[src/hdl/crf_defines.vh]
// constants for the card reader input formatter
// assumes a single 25 MHz clock and synchronous reset
`ifndef CRF_DEFINES_VH
`define CRF_DEFINES_VH

// ----------------------------------------------------------------
// timing
// ----------------------------------------------------------------
`define CRF_CLK_KHZ 25000
`define CRF_WG_MIN_PULSE_NS 15000
`define CRF_WG_MIN_PULSE_CYC ((`CRF_WG_MIN_PULSE_NS * `CRF_CLK_KHZ + 999999) / 1000000)
`define CRF_MS_MIN_STROBE_NS 50000
`define CRF_MS_MIN_STROBE_CYC ((`CRF_MS_MIN_STROBE_NS * `CRF_CLK_KHZ + 999999) / 1000000)
`define CRF_MAX_GAP_US 3000
`define CRF_MAX_GAP_CYC ((`CRF_MAX_GAP_US * `CRF_CLK_KHZ) / 1000)

// ----------------------------------------------------------------
// sizes and default pulse format
// ----------------------------------------------------------------
`define CRF_MAX_BITS 64
`define CRF_BUF_DEPTH 32
`define CRF_FIFO_DEPTH 8
`define CRF_BC_MAX_CHARS 22
`define CRF_AFFIX_MAX 5
`define CRF_PDI_DIGITS 6'h09
`define CRF_STD_BITS 7'h1A
`define CRF_STD_SITE_START 7'h01
`define CRF_STD_SITE_LEN 6'h08
`define CRF_STD_SITE_DIG 4'h3
`define CRF_STD_BADGE_START 7'h09
`define CRF_STD_BADGE_LEN 6'h10
`define CRF_STD_BADGE_DIG 4'h5

// ----------------------------------------------------------------
// input types, barcode element kinds, characters
// ----------------------------------------------------------------
`define CRF_TYPE_PROX 2'h0
`define CRF_TYPE_MAG 2'h1
`define CRF_TYPE_BAR 2'h2
`define CRF_BC_DATA 2'h0
`define CRF_BC_STARTSTOP 2'h1
`define CRF_BC_CHECK 2'h2
`define CRF_CH_ZERO 8'h30
`define CRF_CH_TRK1_BASE 8'h20
`define CRF_CH_FWD 8'h46
`define CRF_CH_REV 8'h52
`define CRF_CH_TERM 8'h0D

`endif

[src/hdl/crf_formatter.v]
// card reader input formatter: pulse, clock-and-data and barcode to characters
// assumes reader lines already synchronous to clk; barcode arrives as symbols
// Operation
// - barcode gets prefix and suffix, five characters
// - affixes work alongside masking insert and delete
// - optional start/stop, check digits, direction indicator
// - personal id mode keeps nine digits
// - normalization limits decoding to selected span
// - mask inserts configured sequence at configured position
// - mask keeps only selected characters
// - separate mask set per input type
// - pulse rate detected automatically, no setting
// - pulse frames accepted up to 64 bits
// - stripe accepts track one, two, three
// - barcode only on first reader port
// - barcode symbol limited to 22 characters
// - 26-bit default: 3-digit site, 5-digit badge
// - fields joined as site, badge, issue
`timescale 1ns/10ps
`default_nettype none
`include "crf_defines.vh"

module crf_fifo #(
  parameter W = 9,
  parameter D = 8,
  parameter AW = 3
) (
  // clock and reset
  input wire clk,
  input wire rst,
  // fill side
  input wire in_valid,
  output wire in_ready,
  input wire [W-1:0] in_data,
  // drain side
  output wire out_valid,
  input wire out_ready,
  output wire [W-1:0] out_data
);
  reg [W-1:0] mem [0:D-1];
  reg [AW-1:0] wr_q;
  reg [AW-1:0] rd_q;
  reg [AW:0] cnt_q;
  wire push;
  wire pop;

  assign in_ready = (cnt_q != D);
  assign out_valid = (cnt_q != 0);
  assign out_data = mem[rd_q];
  assign push = in_valid & in_ready;
  assign pop = out_valid & out_ready;

  always @(posedge clk)
  begin
    if (rst)
    begin
      wr_q <= {AW{1'b0}};
      rd_q <= {AW{1'b0}};
      cnt_q <= {(AW+1){1'b0}};
    end
    else
    begin
      if (push)
      begin
        mem[wr_q] <= in_data;
        wr_q <= wr_q + 1'b1;
      end
      if (pop)
        rd_q <= rd_q + 1'b1;
      if (push & ~pop)
        cnt_q <= cnt_q + 1'b1;
      else if (pop & ~push)
        cnt_q <= cnt_q - 1'b1;
    end
  end
endmodule

module crf_formatter #(
  parameter GAP_CYC = `CRF_MAX_GAP_CYC
) (
  // clock and reset
  input wire clk,
  input wire rst,
  // pulse-data reader lines, active low
  input wire wg_d0_n,
  input wire wg_d1_n,
  // clock-and-data reader lines, active low, and track one select
  input wire ms_strobe_n,
  input wire ms_data_n,
  input wire ms_track1,
  // decoded barcode symbols
  input wire bc_valid,
  output wire bc_ready,
  input wire [7:0] bc_char,
  input wire [1:0] bc_kind,
  input wire bc_last,
  input wire bc_reverse,
  // configuration
  input wire rdr_port1,
  input wire [6:0] fld_site_start,
  input wire [5:0] fld_site_len,
  input wire [3:0] fld_site_dig,
  input wire [6:0] fld_badge_start,
  input wire [5:0] fld_badge_len,
  input wire [3:0] fld_badge_dig,
  input wire [6:0] fld_issue_start,
  input wire [5:0] fld_issue_len,
  input wire [3:0] fld_issue_dig,
  input wire bc_incl_startstop,
  input wire bc_incl_check,
  input wire bc_incl_dir,
  input wire bc_norm_en,
  input wire [4:0] bc_norm_first,
  input wire [4:0] bc_norm_len,
  input wire personal_identifier_field_en,
  input wire [4:0] personal_identifier_field_off,
  input wire [2:0] bc_pre_len,
  input wire [39:0] bc_pre_str,
  input wire [2:0] bc_suf_len,
  input wire [39:0] bc_suf_str,
  input wire [95:0] mask_sel,
  input wire [17:0] mask_ins_pos,
  input wire [8:0] mask_ins_len,
  input wire [119:0] mask_ins_str,
  // formatted character stream, last marks terminator
  output wire out_valid,
  input wire out_ready,
  output wire [7:0] out_data,
  output wire out_last,
  // status
  output wire busy,
  output reg err_overlong_q
);
  // ----------------------------------------------------------------
  // states
  // ----------------------------------------------------------------
  localparam S_IDLE = 3'h0, S_BCOL = 3'h1, S_WFLD = 3'h2, S_WDEC = 3'h3;
  localparam S_PRE = 3'h4, S_DAT = 3'h5, S_INS = 3'h6, S_SUF = 3'h7;

  function [7:0] pick_chr;
    input [39:0] str;
    input [2:0] i;
    begin
      pick_chr = str[i*8 +: 8];
    end
  endfunction

  reg [7:0] buf_mem [0:`CRF_BUF_DEPTH-1];
  reg [2:0] st_q;
  reg [1:0] type_q;
  reg [5:0] len_q;
  reg [5:0] idx_q;
  reg [2:0] sub_q;
  reg ins_done_q;
  reg term_q;
  // pulse receiver
  reg [10:0] wg_cnt_q;
  reg wg_bit_q;
  reg [63:0] wg_sr_q;
  reg [6:0] wg_n_q;
  reg wg_act_q;
  // stripe receiver
  reg [10:0] ms_cnt_q;
  reg ms_act_q;
  reg ms_sync_q;
  reg [6:0] ms_ch_q;
  reg [2:0] ms_bc_q;
  reg [16:0] gap_q;
  // barcode
  reg [4:0] bc_total_q;
  reg [4:0] bc_dcnt_q;
  // decimal conversion
  reg [1:0] fld_q;
  reg [31:0] val_q;
  reg [3:0] dig_q;
  reg [3:0] digs_q;
  reg [5:0] base_q;

  wire wg_low = ~wg_d0_n | ~wg_d1_n;
  wire wg_min = (wg_cnt_q >= `CRF_WG_MIN_PULSE_CYC);
  wire wg_take = ~wg_low & wg_min;
  wire ms_take = ~ms_strobe_n & (ms_cnt_q == `CRF_MS_MIN_STROBE_CYC - 1);
  wire ms_bit = ~ms_data_n;
  wire [2:0] ms_cw = ms_track1 ? 3'h7 : 3'h5;
  wire gap_end = (gap_q == GAP_CYC - 1);
  wire collect = (st_q == S_IDLE);
  wire fin_wg = gap_end & wg_act_q;
  wire fin_ms = gap_end & ms_act_q;
  wire [31:0] dec_rem = val_q % 32'd10;

  // ----------------------------------------------------------------
  // field select and mask set for current type
  // ----------------------------------------------------------------
  wire std26 = (wg_n_q == `CRF_STD_BITS);
  reg [6:0] f_start;
  reg [5:0] f_len;
  reg [3:0] f_dig;
  always @*
  begin
    f_start = fld_issue_start;
    f_len = fld_issue_len;
    f_dig = fld_issue_dig;
    case (fld_q)
      2'h0:
      begin
        f_start = std26 ? `CRF_STD_SITE_START : fld_site_start;
        f_len = std26 ? `CRF_STD_SITE_LEN : fld_site_len;
        f_dig = std26 ? `CRF_STD_SITE_DIG : fld_site_dig;
      end
      2'h1:
      begin
        f_start = std26 ? `CRF_STD_BADGE_START : fld_badge_start;
        f_len = std26 ? `CRF_STD_BADGE_LEN : fld_badge_len;
        f_dig = std26 ? `CRF_STD_BADGE_DIG : fld_badge_dig;
      end
      default:
      begin
        f_dig = std26 ? 4'h0 : fld_issue_dig;
      end
    endcase
  end
  wire [7:0] f_end = {1'b0, f_start} + {2'b00, f_len};
  wire [6:0] f_shift = wg_n_q - f_end[6:0];
  wire [63:0] f_raw = (wg_sr_q >> f_shift) & ((64'h1 << f_len) - 64'h1);
  wire [31:0] f_val = (f_end > {1'b0, wg_n_q}) ? 32'h0 : f_raw[31:0];

  wire [31:0] m_sel = mask_sel[type_q*32 +: 32];
  wire [5:0] m_pos = mask_ins_pos[type_q*6 +: 6];
  wire [2:0] m_len = mask_ins_len[type_q*3 +: 3];
  wire [39:0] m_str = mask_ins_str[type_q*40 +: 40];

  // barcode element filter
  wire bc_is_data = (bc_kind == `CRF_BC_DATA);
  wire [5:0] norm_hi = {1'b0, bc_norm_first} + {1'b0, bc_norm_len};
  wire [5:0] pdi_hi = {1'b0, personal_identifier_field_off} + `CRF_PDI_DIGITS;
  wire bc_keep_data = personal_identifier_field_en ?
    (bc_dcnt_q >= personal_identifier_field_off && {1'b0, bc_dcnt_q} < pdi_hi) :
    (~bc_norm_en | (bc_dcnt_q >= bc_norm_first && {1'b0, bc_dcnt_q} < norm_hi));
  wire bc_keep = bc_is_data ? bc_keep_data :
    (bc_kind == `CRF_BC_STARTSTOP) ? bc_incl_startstop : bc_incl_check;
  wire bc_open = rdr_port1 & ((st_q == S_BCOL) | (collect & ~wg_act_q & ~ms_act_q));
  assign bc_ready = bc_open | ~rdr_port1;
  wire bc_fire = bc_valid & bc_open;
  wire bc_over = (bc_total_q == `CRF_BC_MAX_CHARS);

  // ----------------------------------------------------------------
  // emitter into the fifo
  // ----------------------------------------------------------------
  reg push;
  reg [8:0] push_d;
  wire f_ready;
  always @*
  begin
    push = 1'b0;
    push_d = 9'h0;
    case (st_q)
      S_PRE:
      begin
        push = (sub_q < bc_pre_len);
        push_d = {1'b0, pick_chr(bc_pre_str, sub_q)};
      end
      S_DAT:
      begin
        push = ~(~ins_done_q & idx_q == m_pos & m_len != 3'h0) & idx_q != len_q & m_sel[idx_q[4:0]];
        push_d = {1'b0, buf_mem[idx_q[4:0]]};
      end
      S_INS:
      begin
        push = 1'b1;
        push_d = {1'b0, pick_chr(m_str, sub_q)};
      end
      S_SUF:
      begin
        push = 1'b1;
        push_d = term_q ? {1'b1, `CRF_CH_TERM} : {1'b0, pick_chr(bc_suf_str, sub_q)};
      end
      default:
      begin
        push = 1'b0;
      end
    endcase
  end

  crf_fifo #(.W(9), .D(`CRF_FIFO_DEPTH), .AW(3)) u_fifo (
    .clk(clk),
    .rst(rst),
    .in_valid(push),
    .in_ready(f_ready),
    .in_data(push_d),
    .out_valid(out_valid),
    .out_ready(out_ready),
    .out_data({out_last, out_data})
  );

  assign busy = (st_q != S_IDLE) | wg_act_q | ms_act_q;
  wire stall = push & ~f_ready;

  // ----------------------------------------------------------------
  // receivers and sequencer
  // ----------------------------------------------------------------
  always @(posedge clk)
  begin
    if (rst)
    begin
      st_q <= S_IDLE;
      type_q <= `CRF_TYPE_PROX;
      len_q <= 6'h0;
      idx_q <= 6'h0;
      sub_q <= 3'h0;
      ins_done_q <= 1'b0;
      term_q <= 1'b0;
      wg_cnt_q <= 11'h0;
      wg_bit_q <= 1'b0;
      wg_sr_q <= 64'h0;
      wg_n_q <= 7'h0;
      wg_act_q <= 1'b0;
      ms_cnt_q <= 11'h0;
      ms_act_q <= 1'b0;
      ms_sync_q <= 1'b0;
      ms_ch_q <= 7'h0;
      ms_bc_q <= 3'h0;
      gap_q <= 17'h0;
      bc_total_q <= 5'h0;
      bc_dcnt_q <= 5'h0;
      fld_q <= 2'h0;
      val_q <= 32'h0;
      dig_q <= 4'h0;
      digs_q <= 4'h0;
      base_q <= 6'h0;
      err_overlong_q <= 1'b0;
    end
    else
    begin
      err_overlong_q <= 1'b0;
      // width measured per pulse, so any reader rate is accepted
      wg_cnt_q <= wg_low ? (wg_min ? wg_cnt_q : wg_cnt_q + 1'b1) : 11'h0;
      if (wg_low)
        wg_bit_q <= ~wg_d1_n & wg_d0_n;
      // saturate one past the sample point so each strobe is taken once
      ms_cnt_q <= ~ms_strobe_n ? (ms_cnt_q == `CRF_MS_MIN_STROBE_CYC ? ms_cnt_q : ms_cnt_q + 1'b1) : 11'h0;
      if (wg_take | ms_take | wg_low | ~ms_strobe_n)
        gap_q <= 17'h0;
      else if (wg_act_q | ms_act_q)
        gap_q <= gap_q + 1'b1; // frame closes after the longest gap
      if (wg_take & ~ms_act_q & collect)
      begin
        wg_act_q <= 1'b1;
        wg_sr_q <= {wg_sr_q[62:0], wg_bit_q};
        if (~wg_act_q)
          wg_n_q <= 7'h01;
        else if (wg_n_q != `CRF_MAX_BITS)
          wg_n_q <= wg_n_q + 1'b1;
      end
      // stripe: leading zeros skipped until the first one
      if (ms_take & ~wg_act_q & collect & (ms_sync_q | ms_bit))
      begin
        ms_act_q <= 1'b1;
        ms_sync_q <= 1'b1;
        ms_ch_q[ms_bc_q] <= ms_bit;
        if (ms_bc_q == ms_cw - 1'b1)
        begin
          ms_bc_q <= 3'h0;
          if (len_q != `CRF_BUF_DEPTH)
          begin
            buf_mem[len_q[4:0]] <= ms_track1 ? `CRF_CH_TRK1_BASE + {2'b00, ms_ch_q[5:0]}
              : `CRF_CH_ZERO + {4'h0, ms_ch_q[3:0]};
            len_q <= len_q + 1'b1;
          end
        end
        else
          ms_bc_q <= ms_bc_q + 1'b1;
      end
      case (st_q)
        S_IDLE:
        begin
          bc_total_q <= 5'h0;
          bc_dcnt_q <= 5'h0;
          idx_q <= 6'h0;
          sub_q <= 3'h0;
          ins_done_q <= 1'b0;
          term_q <= 1'b0;
          if (fin_wg)
          begin
            wg_act_q <= 1'b0; // bit count now fixes the format
            type_q <= `CRF_TYPE_PROX;
            fld_q <= 2'h0;
            len_q <= 6'h0;
            st_q <= S_WFLD;
          end
          else if (fin_ms)
          begin
            ms_act_q <= 1'b0;
            ms_sync_q <= 1'b0;
            ms_bc_q <= 3'h0;
            type_q <= `CRF_TYPE_MAG;
            st_q <= S_PRE;
          end
          else if (bc_fire)
          begin
            type_q <= `CRF_TYPE_BAR;
            st_q <= S_BCOL;
          end
        end
        S_BCOL:
        begin
          // elements taken below, so the idle edge keeps the first one
        end
        S_WFLD:
        begin
          if (fld_q == 2'h3)
            st_q <= S_PRE;
          else if (f_dig == 4'h0)
            fld_q <= fld_q + 1'b1;
          else
          begin
            val_q <= f_val;
            digs_q <= f_dig;
            dig_q <= 4'h0;
            base_q <= len_q;
            st_q <= S_WDEC;
          end
        end
        S_WDEC:
        begin
          // digits fill right to left, fields land in order
          buf_mem[base_q[4:0] + {1'b0, digs_q} - {1'b0, dig_q} - 5'h1] <= `CRF_CH_ZERO + dec_rem[7:0];
          val_q <= val_q / 32'd10;
          dig_q <= dig_q + 1'b1;
          if (dig_q == digs_q - 1'b1)
          begin
            len_q <= len_q + {2'b00, digs_q};
            fld_q <= fld_q + 1'b1;
            st_q <= S_WFLD;
          end
        end
        S_PRE:
        begin
          if (type_q != `CRF_TYPE_BAR || sub_q >= bc_pre_len)
          begin
            sub_q <= 3'h0;
            st_q <= S_DAT;
          end
          else if (~stall)
            sub_q <= sub_q + 1'b1;
        end
        S_DAT:
        begin
          if (~ins_done_q & idx_q == m_pos & m_len != 3'h0)
            st_q <= S_INS;
          else if (idx_q == len_q)
          begin
            sub_q <= 3'h0;
            term_q <= (type_q != `CRF_TYPE_BAR) | (bc_suf_len == 3'h0);
            st_q <= S_SUF;
          end
          else if (~stall)
            idx_q <= idx_q + 1'b1;
        end
        S_INS:
        begin
          if (~stall)
          begin
            sub_q <= sub_q + 1'b1;
            if (sub_q == m_len - 1'b1)
            begin
              sub_q <= 3'h0;
              ins_done_q <= 1'b1;
              st_q <= S_DAT;
            end
          end
        end
        default:
        begin
          if (~stall)
          begin
            if (term_q)
            begin
              len_q <= 6'h0;
              st_q <= S_IDLE;
            end
            else if (sub_q == bc_suf_len - 1'b1)
              term_q <= 1'b1;
            else
              sub_q <= sub_q + 1'b1;
          end
        end
      endcase
      if (bc_fire)
      begin
        if (bc_over)
          bc_total_q <= bc_total_q;
        else
          bc_total_q <= bc_total_q + 1'b1;
        if (bc_is_data)
          bc_dcnt_q <= bc_dcnt_q + 1'b1;
        if (bc_keep & ~bc_over)
        begin
          buf_mem[len_q[4:0]] <= bc_char;
          len_q <= len_q + 1'b1;
        end
        if (bc_last)
        begin
          if (bc_over)
          begin
            err_overlong_q <= 1'b1; // overlong symbol is dropped whole
            len_q <= 6'h0;
            st_q <= S_IDLE;
          end
          else
          begin
            if (bc_incl_dir)
            begin
              buf_mem[len_q[4:0] + (bc_keep ? 5'h1 : 5'h0)] <= bc_reverse ? `CRF_CH_REV : `CRF_CH_FWD;
              len_q <= len_q + (bc_keep ? 6'h2 : 6'h1);
            end
            st_q <= S_PRE;
          end
        end
      end
    end
  end
endmodule
`default_nettype wire
[config.mk]
export PLATFORM = sky130hd
export DESIGN_NAME = crf_formatter
export DESIGN_NICKNAME = d
export VERILOG_FILES = /design/src/hdl/crf_formatter.v
export VERILOG_INCLUDE_DIRS = /design/src /design/src/hdl
export SDC_FILE = /design/constraint.sdc
export NUM_CORES = 2
export LEC_CHECK = 0
export BUFFER_PORTS_ARGS = -buffer_cell sky130_fd_sc_hd__buf_4
export CAP_MARGIN = 15
export CELL_PAD_IN_SITES_DETAIL_PLACEMENT = 0
export CELL_PAD_IN_SITES_GLOBAL_PLACEMENT = 1
export CORE_MARGIN = 2
export CORE_UTILIZATION = 35
export CTS_BUF_LIST = sky130_fd_sc_hd__clkbuf_16
export CTS_CLUSTER_SIZE = 24
export DETAILED_ROUTE_END_ITERATION = 10
export GPL_TIMING_DRIVEN = 1
export PLACE_DENSITY_LB_ADDON = 0.25
export RECOVER_POWER = 50
export SYNTH_ARGS = -nofsm -noshare
export SYNTH_HDL_FRONTEND = slang
export SYNTH_SLANG_ARGS = --single-unit
export TNS_END_PERCENT = 20
[constraint.sdc]
create_clock -name clk -period 10.2 [get_ports clk]
set_clock_uncertainty 0.15 [all_clocks]
set_input_delay 1.53 -clock clk [delete_from_list [all_inputs] [get_ports clk]]
set_output_delay 1.53 -clock clk [all_outputs]
set_load 0.01 [all_outputs]
Yosys cells after proc, flatten, opt, wreduce, memory -nomap -nowiden
Memory sizes are Yosys's and may differ from the RTL's. A register that Yosys moved wholly into a read port is not among the register bits.
Index checks and enable logic that the tools add are counted.
{ "totals": {"register_bits": 214, "mem_bits_rw": 328, "input_bits": 422, "out_inout_bits": 13, "word_cells": 381, "n_memories": 2} }
{ "mem_list": {"columns": ["name", "depth", "word_bits", "rd", "rd_ports_with_merged_regs", "wr", "line_no", "source"], "rows": [
  ["buf_mem", 32, 8, 1, 1, 2, "crf_formatter.v:148", "reg [7:0] buf_mem [0:`CRF_BUF_DEPTH-1];"],
  ["u_fifo.mem", 8, 9, 1, 1, 1, "crf_formatter.v:40", "reg [W-1:0] mem [0:D-1];"]
]} }
{ "op_classes": {"add_sub_neg": 34, "mul": 3, "n_div": 2, "n_lt_le_gt_ge": 11, "n_eq_ne": 44, "n_shift": 9, "muxes": 150, "bitwise_logic": 59, "n_reduce_logical": 38} }
{ "ops": {"columns": ["op", "n"], "rows": [
  ["120-bit by 9-bit indexed part select with 40-bit output", 1],
  ["40-bit by 7-bit indexed part select with 8-bit output", 3],
  ["6-bit 2-to-1 mux", 17],
  ["3-bit 2-to-1 mux", 32],
  ["32-bit 2-to-1 mux", 3],
  ["96-bit by 8-bit indexed part select with 32-bit output", 1],
  ["32-bit case mux with 2 select lines", 1],
  ["64-bit by 7-bit >> shifter with 32-bit output", 1],
  ["5-bit 2-to-1 mux", 10],
  ["1-bit 2-to-1 mux", 47],
  ["9-bit case mux with 4 select lines", 1],
  ["7-bit 2-to-1 mux", 5],
  ["32-bit bitwise AND", 1],
  ["32-bit by 4-bit divider with 32-bit output, second input constant", 1],
  ["32-bit by 4-bit modulo with 32-bit output, second input constant", 1],
  ["1-bit by 6-bit left shift with 32-bit output, first input constant", 1],
  ["32-bit by 1-bit subtractor with 32-bit output, second input constant", 1],
  ["4-bit 2-to-1 mux", 7],
  ["1-bit bitwise AND", 24],
  ["2-bit != test, second input constant", 12],
  ["6-bit case mux with 2 select lines", 2],
  ["11-bit by 1-bit adder with 11-bit output, second input constant", 2],
  ["11-bit == test, second input constant", 2],
  ["1-bit NOT", 21],
  ["other kinds (88)", 153]
]} }

Depth between registers and ports, before layout
{ "depth": {"ltp_word": 17, "depth_mapped": 50, "ltp_nobuf": 37} }

Cells and area by module
From an unflattened synthesis, not the netlist that was laid out.
{ "unflattened": {"cells_unflattened": 4863, "hier_area_um2": 40050.9} }
{ "by_module_without_submodules": {"columns": ["module", "n_inst", "cells_each", "area_each_um2", "seq_area_each_um2"], "rows": [
  ["crf_formatter", 1, 4684, 36620.1, 9929.5],
  ["crf_fifo", 1, 179, 3430.8, 2422.3]
]} }

Worst setup path after synthesis
No wires, ideal clock.
{ "synth_timing": {"kind": "register -> register", "startpoint": "reg val_q[29]", "endpoint": "mem buf_mem[1][2] (data pin)", "setup_time_ns": 0.276, "t_arrival_ns": 10.129, "t_required_ns": 9.774, "path_slack_ns": -0.355, "path_stages_with_launch": 45, "path_buffers": 7, "synth_period_minus_slack_ns": 10.555, "path_cell_list": "dfxtp_1 > buf_4 > buf_6 > and3b_1 > o31a_1 > a221oi_4 > o2111a_1 > nor4_1 > o31a_1 > a21o_1 > or4_1 > a21o_1 > and3_1 > buf_4 > xnor2_1 > o211a_2 > a2111o_1 > a21o_1 > (+9 left out) > maj3_2 > a32oi_2 > nand2_2 > a21o_1 > and3_1 > mux2_4 > nor2_1 > mux2_4 > or4_4 > o22ai_4 > mux2i_1 > nor3_1 > a21oi_2 > nor3_1 > mux2i_1 > o2111a_2 > buf_6 > o22ai_1"} }
{ "synth_lines": {"columns": ["element", "line_no", "source"], "rows": [
  ["start, declared", "crf_formatter.v:174", "reg [31:0] val_q;"],
  ["start signal, assigned", "crf_formatter.v:416", "val_q <= f_val;"],
  ["start signal, assigned", "crf_formatter.v:427", "val_q <= val_q / 32'd10;"],
  ["end, declared", "crf_formatter.v:148", null]
]} }

==> metrics.csv <==
metric;value;unit
CP Data Arrival Time;11.27;ns
Final Hold Viols;0;
asr flop ratio synth;0;%
slowest stage cell on the critical path;or4_4;
Post-synth EDFFs;136;
Final HPWL DP;108000;um
initial antenna violation count;8;
period utilization;108;%
Leakage;19.4;nW
most frequent cells in the layout;buf_4 (812), nand2_1 (641), nor2_1 (530);
commonest non-fill, non-tap cell in the layout;buf_4;
Routed WL;149000;um
DIE AREA;117000;um2
Final Slew Violations;368;
Synth Flop Type;dfxtp_1;
CP startpoint kind;flip-flop;
Initial Util;35.2;%
flip-flop and latch area;12400;um2
CP Max Fanout;8;
number of remaining DRC errors;0;
min-delay worst type;reg -> reg;
Fill cells;11214;
first-pass GRT wire length;223000;um
CP delay by family, top;compound AO/OA/AOI/OAI gates;
max-cap viol count;8;
Sink Count;549;
via count;39165;
grt ovf;0;
Final Cell Area;51000;um2
area of the multi-input gates;27000;um2
Final TNS setup;-70.31;ns
Final min period;11.04;ns
final core utilization;44.7;%
All-Layer GR Usage;24.2;%
Place WS;-1.10;ns
most used cell, CP;buf_4;
Largest stage delay, worst path;0.55;ns
area grow syn2layout;27.2;%
clk buf depth;3;
routed length per instance;21.7;um
Crit Path Category;reg -> reg;
Max Clk Rate;0.0906;GHz
Worst-path clk slew;0.06;ns
RSZ-0062 raised after global routing;yes;
vias in the first global route;36689;
io pins;435;
Cells after Synth;4740;
DR iter-0 viols;3412;
Buf+Inv Stages, Crit Path;17;
post-synthesis cell type count;128;
num rows;124;
Die Ht;342;um
critical path endpoint category;flip-flop;
status;finished, violations left;
Seq/Total Area, Yosys;30.8;%
power per cell area;227;nW/um2
TritonCTS Buffers;67;
drt pass-1 iters;6;
clk_lat worst skew;0.66;ns
routability cong.;0.889;
Worst EP required;10.42;ns
failing checks;capacitance limit, slew limit, setup timing;
Die Wd;342;um
slew margin rel.;-165;%
Routed Antenna Nets;0;
Synth Cell Area;40100;um2
Yosys Warn Count;0;
Final WS setup;-0.843;ns
largest net degree at the start of global routing;86;
port bufs;434;
share of layout cells above drive strength 1;27.2;%
Area after DPL;46800;um2
synthesized flop and latch total;549;
Core Box Area;114000;um2
depth of the CTS H-tree;3;
setup violators final;98;
nets;5840;
syn avg cell area;8.45;um2
Hold Slack;0.278;ns
VDD IR-drop max;462;uV
CTS tree;built;
Worst Tran Pin Value;3.97;ns
vias per cell;5.69;
Root Driver;clkbuf_16;
-- what timing repair did --
item	in CTS	in global routing
resized for setup	93	138
endpoints found under the setup margin	99	100
hold buffers	0	0
gates cloned	3	1
pin swaps	47	72
setup buffers	54	43
-- path summary, 6_finish.rpt --
| kind | start | end | slack [ns] | cells past startpoint |
|---|---|---|---|---|
| max | val_q[29] | buf_mem[29][2] | -0.84 | 54 |
| min | wg_cnt_q[10] | wg_cnt_q[10] | 0.28 | 2 |
| max reg2reg | val_q[29] | buf_mem[29][2] | -0.84 | 54 |
| min reg2reg | wg_cnt_q[10] | wg_cnt_q[10] | 0.28 | 2 |
-- cells by family (layout without fill, tap and decap cells) --
kind of cell	after synthesis	count (layout)	share of synthesized area (%)
AOI/OAI and AO/OA	1302	1303	21.6
xor gates and xnor gates	128	128	2.82
adders and majority gates	105	105	3.47
buffers and inverters	514	1141	5.21
DFF	549	549	30.8
muxes	418	418	16.7
other	1	4	0.00936
and+or+nand+nor	1723	1723	19.4
-- state kept, by name, indices dropped and copies added (netlist names), 4 cells and up, named ones only --
register,count
digs_q,4
bc_dcnt_q,5
bc_total_q,5
idx_q,6
val_q,32
dig_q,4
u_fifo.cnt_q,4
len_q,6
wg_cnt_q,11
ms_cnt_q,11
wg_sr_q,64
u_fifo.mem,72
ms_ch_q,6
gap_q,17
base_q,5
buf_mem,256
wg_n_q,7
-- per-stage QoR --
step                total power [mW]  std cells
CTS                             11.1       6841
global placement                8.18       6662
floorplan                       5.93       4741
finish                          11.6       6883
detailed placement              8.20       6662
global route                    12.2       6881
-- worst register-to-register path, delay by kind of cell (launching register included) --
family          cells  cell delay [ns]
compound gates     21             4.22
buf+inv            17             2.53
simple gates       12             2.34
mux                 3             0.96
flops               1             0.41
xor+xnor            1             0.17
-- cell usage after synthesis (58+ instances only) --
master,number,area [um2]
dfxtp_1,413,8270
edfxtp_1,136,4080
xor2_1,63,552
clkbuf_1,283,1060
nor2_1,534,2000
a211oi_1,58,435
o21ai_0,221,1110
nand3_1,122,611
ha_1,91,1140
xnor2_1,64,561
nor3_1,98,490
mux4_2,195,4390
nand2_1,648,2430
a21oi_1,445,2230
o211ai_1,64,480
inv_1,132,495
mux2i_1,198,1980
-- report_power, final --
| part | switching [mW] | internal (mW) |
|---|---|---|
| clock network | 1.05 | 1.49 |
| logic | 3.30 | 3.36 |
| registers | 0.0775 | 2.28 |
| total | 4.43 | 7.13 |
-- area by class of cell --
cell class | instances | share of cell area [%]
multi-input cells | 3679 | 53.1
flip-flops and latches | 549 | 24.3
repair buffers | 876 | 13.3
well taps | 1512 | 3.71
clock buffers | 68 | 3.34
clock inverters | 54 | 1.21
inverters | 143 | 1.06
diodes | 2 | 0.00982
-- metal layers --
| metal | vias to the layer above | part of all wire, % | global-route usage, % | wire (um) |
|---|---|---|---|---|
| li1 | 18665 | - | - | - |
| met1 | 19115 | 47 | 35.8 | 70000 |
| met2 | 1175 | 44 | 36.9 | 66000 |
| met3 | 206 | 6.4 | 3.45 | 9540 |
| met4 | 4 | 2.4 | 6.09 | 3610 |
| met5 | - | 0.019 | 0 | 29 |
Note: power is estimated with default switching activity, not from simulation.
